===== config.mk =====
export PLATFORM = sky130hd
export DESIGN_NAME = jcd_top
export DESIGN_NICKNAME = d
export VERILOG_FILES = /design/src/logic/jcd_pkg.sv /design/src/logic/jcd_top.sv
export SDC_FILE = /design/constraint.sdc
export NUM_CORES = 1
export LEC_CHECK = 0
export BUFFER_PORTS_ARGS = -buffer_cell sky130_fd_sc_hd__buf_2
export CORE_UTILIZATION = 58
export DETAILED_ROUTE_END_ITERATION = 16
export PLACE_DENSITY = 0.85
export SLEW_MARGIN = 10
export SYNTH_ARGS = -nofsm -noshare
export SYNTH_HDL_FRONTEND = slang
export SYNTH_SLANG_ARGS = --single-unit

===== constraint.sdc =====
create_clock -name clk -period 9.1 [get_ports clk]
set_clock_uncertainty 0.1 [all_clocks]
set_input_delay 2.275 -clock clk [delete_from_list [all_inputs] [get_ports clk]]
set_output_delay 2.275 -clock clk [all_outputs]
set_load 0.005 [all_outputs]

===== src/logic/jcd_pkg.sv =====
// package: constants and types for the debug chain and hold unit
package jcd_pkg;
  // instruction register widths
  localparam int unsigned BS_IR_W   = 5;
  localparam int unsigned CORE_IR_W = 4;
  localparam logic [4:0] BS_IR_BYPASS = 5'h1f;
  localparam logic [4:0] BS_IR_IDCODE = 5'h01;
  localparam logic [4:0] BS_IR_RESET  = 5'h01;
  // arbitrary neutral identification value
  localparam logic [31:0] BS_IDCODE = 32'h1000_0001;
  // hold control register fields
  localparam logic [31:0] HOLD_RESET = 32'h0000_0000;
  localparam logic [31:0] HOLD_MASK  = 32'h003d_ff07;
  localparam int unsigned SLP_BIT  = 0;
  localparam int unsigned DSLP_BIT = 1;
  localparam int unsigned STB_BIT  = 2;
  localparam int unsigned FWD_BIT  = 8;
  localparam int unsigned WWD_BIT  = 9;
  localparam int unsigned TMR0_BIT = 10;
  localparam int unsigned CAN0_BIT = 14;
  localparam int unsigned I2C0_BIT = 15;
  localparam int unsigned I2C1_BIT = 16;
  localparam int unsigned TMR4_BIT = 18;
  localparam int unsigned CAN1_BIT = 21;
  localparam int unsigned SYNC_W   = 4;

  typedef enum logic [3:0] {
    TS_RESET, TS_IDLE, TS_SELDR, TS_CAPDR, TS_SHDR, TS_EX1DR, TS_PAUSEDR, TS_EX2DR,
    TS_UPDDR, TS_SELIR, TS_CAPIR, TS_SHIR, TS_EX1IR, TS_PAUSEIR, TS_EX2IR, TS_UPDIR
  } jcd_tap_e;

  // probe pins after synchronisation
  typedef struct packed {
    logic tck;
    logic tms;
    logic tdi;
    logic trstN;
  } jcd_probe_s;

  // peripheral freeze outputs
  typedef struct packed {
    logic [6:0] timer;
    logic [1:0] i2c;
    logic [1:0] can;
    logic       fwdg;
    logic       wwdg;
  } jcd_freeze_s;
endpackage


===== src/logic/jcd_top.sv =====
// module: chained jtag port with boundary tap and hold-control unit
`timescale 1ns/1ps
`default_nettype none

// Behaviour
// - port uses test clock, mode select, serial in, serial out, active-low tap reset.
// - after reset the full five-signal debug configuration is selected on pins.
// - without tap reset pin, internal tap reset is held inactive at one.
// - when debug is unused, all five pins are released to general use.
// - core tap with 4-bit instruction comes first after serial in, ahead of boundary tap with 5-bit instruction.
// - in bypass the boundary tap adds exactly one bit to the data path.
// - boundary tap returns a fixed identification code when selected.
// - port registers reset by power-on only; tap reset resets tap only.
// - standby hold keeps rc clocks in standby and resets system on exit.
// - deep-sleep hold keeps bus and system clocks on rc oscillator.
// - sleep hold keeps the processor bus clock running in sleep.
// - each freeze applies only while core halted and its hold bit set.
// - frozen timers stop counting and keep their value.
// - frozen i2c units suspend smbus timeout counting.
// - frozen watchdogs have their counter clocks stopped.
// - frozen can units stop their receive register.
// - hold control resets to zero on power reset, full word access only.
// - sleep, deep-sleep, standby, free and window watchdog holds at bits 0,1,2,8,9.
// - timers 0-3 bits 10-13, can0 14, i2c 15-16, timers 4-6 18-20, can1 21.
module jcd_top (
  // clock, clock enable, power-on reset
  input  wire logic               clk,
  input  wire logic               clkEn,
  input  wire logic               rst_b,
  // probe pins
  input  wire logic               probeTestClock,
  input  wire logic               probeModeSelect,
  input  wire logic               probeSerialIn,
  output logic                    probeSerialOut,
  output logic                    probeSerialOutEn,
  input  wire logic               tapResetN,
  // pin configuration
  input  wire logic               jtagUnused,
  input  wire logic               tapResetPinUnused,
  output logic [4:0]              pinsOwnedByDebug,
  // core debug tap chain link
  output logic                    coreTdi,
  output logic                    coreTck,
  output logic                    coreTms,
  output logic                    coreTrstN,
  input  wire logic               coreTdo,
  // hold control register, full-word access
  input  wire logic               holdWrite,
  input  wire logic [31:0]        holdWdata,
  output logic [31:0]             holdRdata,
  // power modes and core state
  input  wire logic               coreHalted,
  input  wire logic               sleepMode,
  input  wire logic               deepSleepMode,
  input  wire logic               standbyMode,
  output logic                    keepCpuBusClock,
  output logic                    useRcOscClock,
  output logic                    standbyExitReset,
  output jcd_pkg::jcd_freeze_s    freeze
);

  // ---------------------------------------------------------------------------
  // reset release and synchronisers
  // ---------------------------------------------------------------------------
  logic [1:0] rstSync_reg;
  logic       rstN;
  always_ff @(posedge clk or negedge rst_b) begin
    if (!rst_b) begin
      rstSync_reg <= 2'h0;
    end else begin
      rstSync_reg <= {rstSync_reg[0], 1'b1};
    end
  end
  assign rstN = rstSync_reg[1];

  logic [3:0] syncA_reg;
  logic [3:0] syncB_reg;
  jcd_pkg::jcd_probe_s pin;
  always_ff @(posedge clk or negedge rstN) begin
    if (!rstN) begin
      syncA_reg <= 4'h1;
      syncB_reg <= 4'h1;
    end else if (clkEn) begin
      syncA_reg <= {probeTestClock, probeModeSelect, probeSerialIn, tapResetN};
      syncB_reg <= syncA_reg;
    end
  end
  assign pin = jcd_pkg::jcd_probe_s'({syncB_reg[3:1], syncB_reg[0] | tapResetPinUnused});

  logic tckPrev_reg;
  logic tckRise;
  logic tckFall;
  always_ff @(posedge clk or negedge rstN) begin
    if (!rstN) begin
      tckPrev_reg <= 1'b0;
    end else if (clkEn) begin
      tckPrev_reg <= pin.tck;
    end
  end
  assign tckRise = pin.tck & ~tckPrev_reg;
  assign tckFall = ~pin.tck & tckPrev_reg;

  // ---------------------------------------------------------------------------
  // pin ownership
  // ---------------------------------------------------------------------------
  // debug owns pins by default
  always_ff @(posedge clk or negedge rstN) begin
    if (!rstN) begin
      pinsOwnedByDebug <= 5'h1f;
    end else if (clkEn) begin
      pinsOwnedByDebug <= jtagUnused ? 5'h00 : {4'hf, ~tapResetPinUnused};
    end
  end

  // ---------------------------------------------------------------------------
  // boundary tap controller
  // ---------------------------------------------------------------------------
  jcd_pkg::jcd_tap_e tap_reg;
  jcd_pkg::jcd_tap_e tap_next;
  always_comb begin
    case (tap_reg)
      jcd_pkg::TS_RESET:   tap_next = pin.tms ? jcd_pkg::TS_RESET : jcd_pkg::TS_IDLE;
      jcd_pkg::TS_IDLE:    tap_next = pin.tms ? jcd_pkg::TS_SELDR : jcd_pkg::TS_IDLE;
      jcd_pkg::TS_SELDR:   tap_next = pin.tms ? jcd_pkg::TS_SELIR : jcd_pkg::TS_CAPDR;
      jcd_pkg::TS_CAPDR:   tap_next = pin.tms ? jcd_pkg::TS_EX1DR : jcd_pkg::TS_SHDR;
      jcd_pkg::TS_SHDR:    tap_next = pin.tms ? jcd_pkg::TS_EX1DR : jcd_pkg::TS_SHDR;
      jcd_pkg::TS_EX1DR:   tap_next = pin.tms ? jcd_pkg::TS_UPDDR : jcd_pkg::TS_PAUSEDR;
      jcd_pkg::TS_PAUSEDR: tap_next = pin.tms ? jcd_pkg::TS_EX2DR : jcd_pkg::TS_PAUSEDR;
      jcd_pkg::TS_EX2DR:   tap_next = pin.tms ? jcd_pkg::TS_UPDDR : jcd_pkg::TS_SHDR;
      jcd_pkg::TS_UPDDR:   tap_next = pin.tms ? jcd_pkg::TS_SELDR : jcd_pkg::TS_IDLE;
      jcd_pkg::TS_SELIR:   tap_next = pin.tms ? jcd_pkg::TS_RESET : jcd_pkg::TS_CAPIR;
      jcd_pkg::TS_CAPIR:   tap_next = pin.tms ? jcd_pkg::TS_EX1IR : jcd_pkg::TS_SHIR;
      jcd_pkg::TS_SHIR:    tap_next = pin.tms ? jcd_pkg::TS_EX1IR : jcd_pkg::TS_SHIR;
      jcd_pkg::TS_EX1IR:   tap_next = pin.tms ? jcd_pkg::TS_UPDIR : jcd_pkg::TS_PAUSEIR;
      jcd_pkg::TS_PAUSEIR: tap_next = pin.tms ? jcd_pkg::TS_EX2IR : jcd_pkg::TS_PAUSEIR;
      jcd_pkg::TS_EX2IR:   tap_next = pin.tms ? jcd_pkg::TS_UPDIR : jcd_pkg::TS_SHIR;
      jcd_pkg::TS_UPDIR:   tap_next = pin.tms ? jcd_pkg::TS_SELDR : jcd_pkg::TS_IDLE;
      default:             tap_next = jcd_pkg::TS_RESET;
    endcase
  end

  // tap reset acts on the controller only
  always_ff @(posedge clk or negedge rstN) begin
    if (!rstN) begin
      tap_reg <= jcd_pkg::TS_RESET;
    end else if (clkEn) begin
      if (!pin.trstN) begin
        tap_reg <= jcd_pkg::TS_RESET;
      end else if (tckRise) begin
        tap_reg <= tap_next;
      end
    end
  end

  // ---------------------------------------------------------------------------
  // boundary instruction and data registers
  // ---------------------------------------------------------------------------
  logic [4:0]  irShift_reg;
  logic [4:0]  ir_reg;
  logic [31:0] idShift_reg;
  logic        bypass_reg;
  logic        tdoNext;
  logic        shiftIr;
  logic        shiftDr;
  assign shiftIr = (tap_reg == jcd_pkg::TS_SHIR);
  assign shiftDr = (tap_reg == jcd_pkg::TS_SHDR);

  always_ff @(posedge clk or negedge rstN) begin
    if (!rstN) begin
      irShift_reg <= 5'h00;
      ir_reg      <= jcd_pkg::BS_IR_RESET;
    end else if (clkEn && tckRise) begin
      if (tap_reg == jcd_pkg::TS_RESET) begin
        ir_reg <= jcd_pkg::BS_IR_RESET;
      end else if (tap_reg == jcd_pkg::TS_CAPIR) begin
        irShift_reg <= 5'h01;
      end else if (shiftIr) begin
        irShift_reg <= {coreTdo, irShift_reg[4:1]};
      end else if (tap_reg == jcd_pkg::TS_UPDIR) begin
        ir_reg <= irShift_reg;
      end
    end
  end

  always_ff @(posedge clk or negedge rstN) begin
    if (!rstN) begin
      idShift_reg <= 32'h0000_0000;
      bypass_reg  <= 1'b0;
    end else if (clkEn && tckRise) begin
      if (tap_reg == jcd_pkg::TS_CAPDR) begin
        idShift_reg <= jcd_pkg::BS_IDCODE;
        bypass_reg  <= 1'b0;
      end else if (shiftDr) begin
        idShift_reg <= {coreTdo, idShift_reg[31:1]};
        bypass_reg  <= coreTdo;
      end
    end
  end

  always_comb begin
    if (shiftIr) begin
      tdoNext = irShift_reg[0];
    end else if (ir_reg == jcd_pkg::BS_IR_IDCODE) begin
      tdoNext = idShift_reg[0];
    end else begin
      tdoNext = bypass_reg;
    end
  end

  // serial out updates on falling test clock
  always_ff @(posedge clk or negedge rstN) begin
    if (!rstN) begin
      probeSerialOut   <= 1'b0;
      probeSerialOutEn <= 1'b0;
    end else if (clkEn) begin
      if (tckFall) begin
        probeSerialOut   <= tdoNext;
        probeSerialOutEn <= (shiftIr | shiftDr) & ~jtagUnused;
      end
    end
  end

  // core tap first in chain after probe input
  // core sees its instruction behind bypass code
  always_ff @(posedge clk or negedge rstN) begin
    if (!rstN) begin
      coreTdi   <= 1'b1;
      coreTck   <= 1'b0;
      coreTms   <= 1'b1;
      coreTrstN <= 1'b0;
    end else if (clkEn) begin
      coreTdi   <= pin.tdi;
      coreTck   <= pin.tck;
      coreTms   <= pin.tms;
      coreTrstN <= pin.trstN;
    end
  end

  // ---------------------------------------------------------------------------
  // hold control register
  // ---------------------------------------------------------------------------
  logic [31:0] hold_reg;
  // power reset only, full word write
  always_ff @(posedge clk or negedge rstN) begin
    if (!rstN) begin
      hold_reg <= jcd_pkg::HOLD_RESET;
    end else if (clkEn && holdWrite) begin
      hold_reg <= holdWdata & jcd_pkg::HOLD_MASK;
    end
  end

  always_ff @(posedge clk or negedge rstN) begin
    if (!rstN) begin
      holdRdata <= jcd_pkg::HOLD_RESET;
    end else if (clkEn) begin
      holdRdata <= hold_reg;
    end
  end

  // ---------------------------------------------------------------------------
  // power-mode clock keeping
  // ---------------------------------------------------------------------------
  logic standbyPrev_reg;
  always_ff @(posedge clk or negedge rstN) begin
    if (!rstN) begin
      keepCpuBusClock  <= 1'b0;
      useRcOscClock    <= 1'b0;
      standbyExitReset <= 1'b0;
      standbyPrev_reg  <= 1'b0;
    end else if (clkEn) begin
      keepCpuBusClock  <= sleepMode & hold_reg[jcd_pkg::SLP_BIT];
      useRcOscClock    <= (deepSleepMode & hold_reg[jcd_pkg::DSLP_BIT])
                        | (standbyMode & hold_reg[jcd_pkg::STB_BIT]);
      standbyPrev_reg  <= standbyMode;
      standbyExitReset <= standbyPrev_reg & ~standbyMode & hold_reg[jcd_pkg::STB_BIT];
    end
  end

  // ---------------------------------------------------------------------------
  // peripheral freezes
  // ---------------------------------------------------------------------------
  // halted and hold bit
  // registered and of halt and hold
  always_ff @(posedge clk or negedge rstN) begin
    if (!rstN) begin
      freeze <= '0;
    end else if (clkEn) begin
      freeze.timer <= {7{coreHalted}}
                    & {hold_reg[jcd_pkg::TMR4_BIT +: 3], hold_reg[jcd_pkg::TMR0_BIT +: 4]};
      freeze.i2c   <= {2{coreHalted}}
                    & {hold_reg[jcd_pkg::I2C1_BIT], hold_reg[jcd_pkg::I2C0_BIT]};
      freeze.can   <= {2{coreHalted}}
                    & {hold_reg[jcd_pkg::CAN1_BIT], hold_reg[jcd_pkg::CAN0_BIT]};
      freeze.fwdg  <= coreHalted & hold_reg[jcd_pkg::FWD_BIT];
      freeze.wwdg  <= coreHalted & hold_reg[jcd_pkg::WWD_BIT];
    end
  end

endmodule
`default_nettype wire


==> run metrics <==
number of antenna-violating nets in the routed design=0; setup bufs post-CTS=0; Worst-Margin Slew=between 1 and 1.5 ns; Crit path required time=approximately 9.4 ns; ANT cells=0; Clock Sinks=between 100 and 150; Async SR Flop Fraction=100%; most instantiated cells after synthesis=dfrtp_1, nand2_1, o21ai_0, mux2_2, inv_1; Critical Path Sink Type=register; largest net degree at the start of global routing=between 80 and 90; DRT iter0 DRCs=306; max-slew violation count=0; post-CTS resize count=0; RSZ-0062 raised after global routing=no; Crit path top cell by count=buf_4; Combinational Power Share=a little under 10%; delay-heaviest family, CP=buffers and inverters; FMAX=approximately 270 MHz; worst r2r src=tap_reg[2]; port bufs=73; CP bufs+invs=3; die width=between 90 and 100 um; gr usage total=between 20% and 30%; Max-Slew Margin vs Limit=between 20% and 30%; largest cells by area after synthesis=dfrtp_1, mux2_2, nand2_1, o21ai_0, dfstp_2; reg2reg end=idShift_reg[24]; area share of and/or/nand/nor cells after synthesis=between 10% and 20%; Warnings, synthesis=0; CTS tree=done; Core Area=7890 um^2; # IOs=~110; Cell Rows=32; leakage power=roughly 2.6 nW; worst path arrival time=3.97 ns; Mapped Cells=approximately 450; Hold Crit Class=reg2async; # setup viols final=0; Final Hold Fails=0; clock power share=46.4%; Residual DRC=0; Fin Hold WS=around 0.11 ns; RePlAce Congestion=around 0.78; max reg flops=32; post-synthesis adder-cell area fraction=0%; Psw=roughly 0.34 mW; Post-Synth XOR/XNOR Area=0%; Crit Path Class=in2reg; Overall Power=around 1.4 mW; Synth-to-Final Area Change=18.6%; r2r setup slk=6.69 ns; register bit total from synthesis=about 110; worst setup margin=approximately 5.4 ns; share of power burned in registers=a little over two fifths; delay of the slowest critical-path stage=0.52 ns; routed len/inst=around 15 um; post-route setup TNS=0 ns; Total Wirelength=approximately 9600 um; layout cells sized above 1=31.3%; vias in the first global route=3379; placed insts=591; Post-synth EDFFs=0; most instantiated library cell after synthesis=dfrtp_1; Root Buffer=clkbuf_8; Net Sw Frac=24.8%; initial antenna violation count=0; CP startpoint kind=input pin; Die ar.=8660 um^2; initial core utilization=60.9%; Crit Path Max Fanout=64; Max IR drop VDD=approximately 200 uV; fin util=72.3%; via count=between 3000 and 4000; clock-pin slew on the worst setup and hold paths=0.06 ns; Final Cycle Share=about two fifths; Netlist Area Pre-Place=4810 um^2; hold_buf cts=0; post-DP HPWL=between 5000 and 6000 um; DR pass1 iterations=5; Synth Flop Type=dfrtp_1; area of placed instances=~5000 um^2; clk_lat worst skew=between 0.5 and 0.6 ns; post-synthesis sequential area ratio=between 50% and 60%; Pint=roughly 1 mW; post-route cell area=5700 um^2; Netlist cell types=42; critical path cell sequence=buf_2 > buf_4 > and3b_1 > o211ai_4 > buf_4 > nand2_1 > o21ai_0; mux cell area share after synthesis=between 10% and 20%; CP max-delay cell=buf_4; first-pass GRT wire length=16100 um; CTS Buf Count=17; Layout Cells excl Fill=around 620; share of Yosys cell area claimed by the top area cell type=a little under three fifths; H-tree levels=4; nets=~560; status=complete, no violations; Die H=between 90 and 100 um; Maximum Capacitance Violations=0; pre-CTS setup slack=about 4.9 ns; Reg2Reg Depth=4; syn_area_per_cell=10.8 um^2; vias per cell=around 5.4; cell taking the most area after synthesis=dfrtp_1; grt ovf=0; Final Critical Period=3.71 ns; Pwr per Cell Area=about 240 nW/um^2; CTS Buffer Depth=2; Synth Area in Compound Gates=10.4%; largest family of logic cells by synthesized area=simple AND/OR/NAND/NOR gates
[worst register-to-register path: stages, from the launching register on]
cell and delay, ns:
dfrtp_1 0.56, nor2_1 0.38, nand3_1 0.80, nand2_1 0.31, o21ai_0 0.12
[cell families after synthesis]
| group | count (synthesis) |
|---|---|
| DFF | 113 |
| AOI/OAI and AO/OA | 85 |
| other | 2 |
| buffers and inverters | 68 |
| muxes | 47 |
| and+or+nand+nor | 130 |
[layout make-up]
type | count | area, um^2
sequential | 113 | 2840
multi-input combinational | 279 | 1690
fill | 517 | 2180
clock buffer | 20 | 445
tap | 102 | 128
clock inverter | 12 | 135
inverter | 21 | 78.8
timing repair buffer | 76 | 388
[worst max-delay path by stage]
stage,startpoint,endpoint,slack [ns],cells past startpoint
final,clkEn,idShift_reg[24],5.39,7
after CTS,clkEn,idShift_reg[24],5.40,7
after detailed placement,clkEn,idShift_reg[5],4.92,7
after floorplan,rstSync_reg[1],coreTck,5.63,0
after global routing,clkEn,idShift_reg[18],5.23,7
after global placement,clkEn,hold_reg[9],4.94,4
[power by group through the flow]
stage | Combinational (mW) | Clock, mW | Sequential (mW)
2_1_floorplan | 0.0895 | 0 | 0.596
3_3_place_gp | 0.127 | 0 | 0.598
3_5_place_dp | 0.133 | 0 | 0.603
4_1_cts | 0.137 | 0.643 | 0.596
5_1_grt | 0.149 | 0.667 | 0.604
6_report | 0.135 | 0.634 | 0.596
[routing by layer]
metal,vias up,global-route usage (%),wire [um]
met2,110,39.2,4840
li1,1597,-,-
met1,1651,31.3,3990
met5,-,0,0
met4,0,13.8,279
met3,23,6.10,447
[cell usage in the layout, fill, tap and decap left out, types with 2 or more instances in the layout]
| cell type | count |
|---|---|
| clkbuf_8 | 3 |
| and3b_1 | 3 |
| nand2b_1 | 3 |
| a21oi_1 | 5 |
| mux2_2 | 45 |
| inv_1 | 21 |
| nand2_1 | 86 |
| clkinv_2 | 2 |
| clkinv_4 | 4 |
| o21ai_0 | 51 |
| and2_1 | 2 |
| a31oi_1 | 5 |
| and3_1 | 2 |
| clkinvlp_4 | 4 |
| a22o_1 | 4 |
| conb_1 | 17 |
| mux2i_1 | 2 |
| buf_4 | 3 |
| dfrtp_1 | 105 |
| clkbuf_16 | 16 |
| nor2_1 | 9 |
| nor2b_1 | 3 |
| buf_2 | 73 |
| o32ai_1 | 2 |
| nand3_1 | 15 |
| o21ai_1 | 5 |
| bufinv_16 | 2 |
| dfstp_2 | 7 |
| o31ai_1 | 4 |
(Power assumes the default switching activity.)
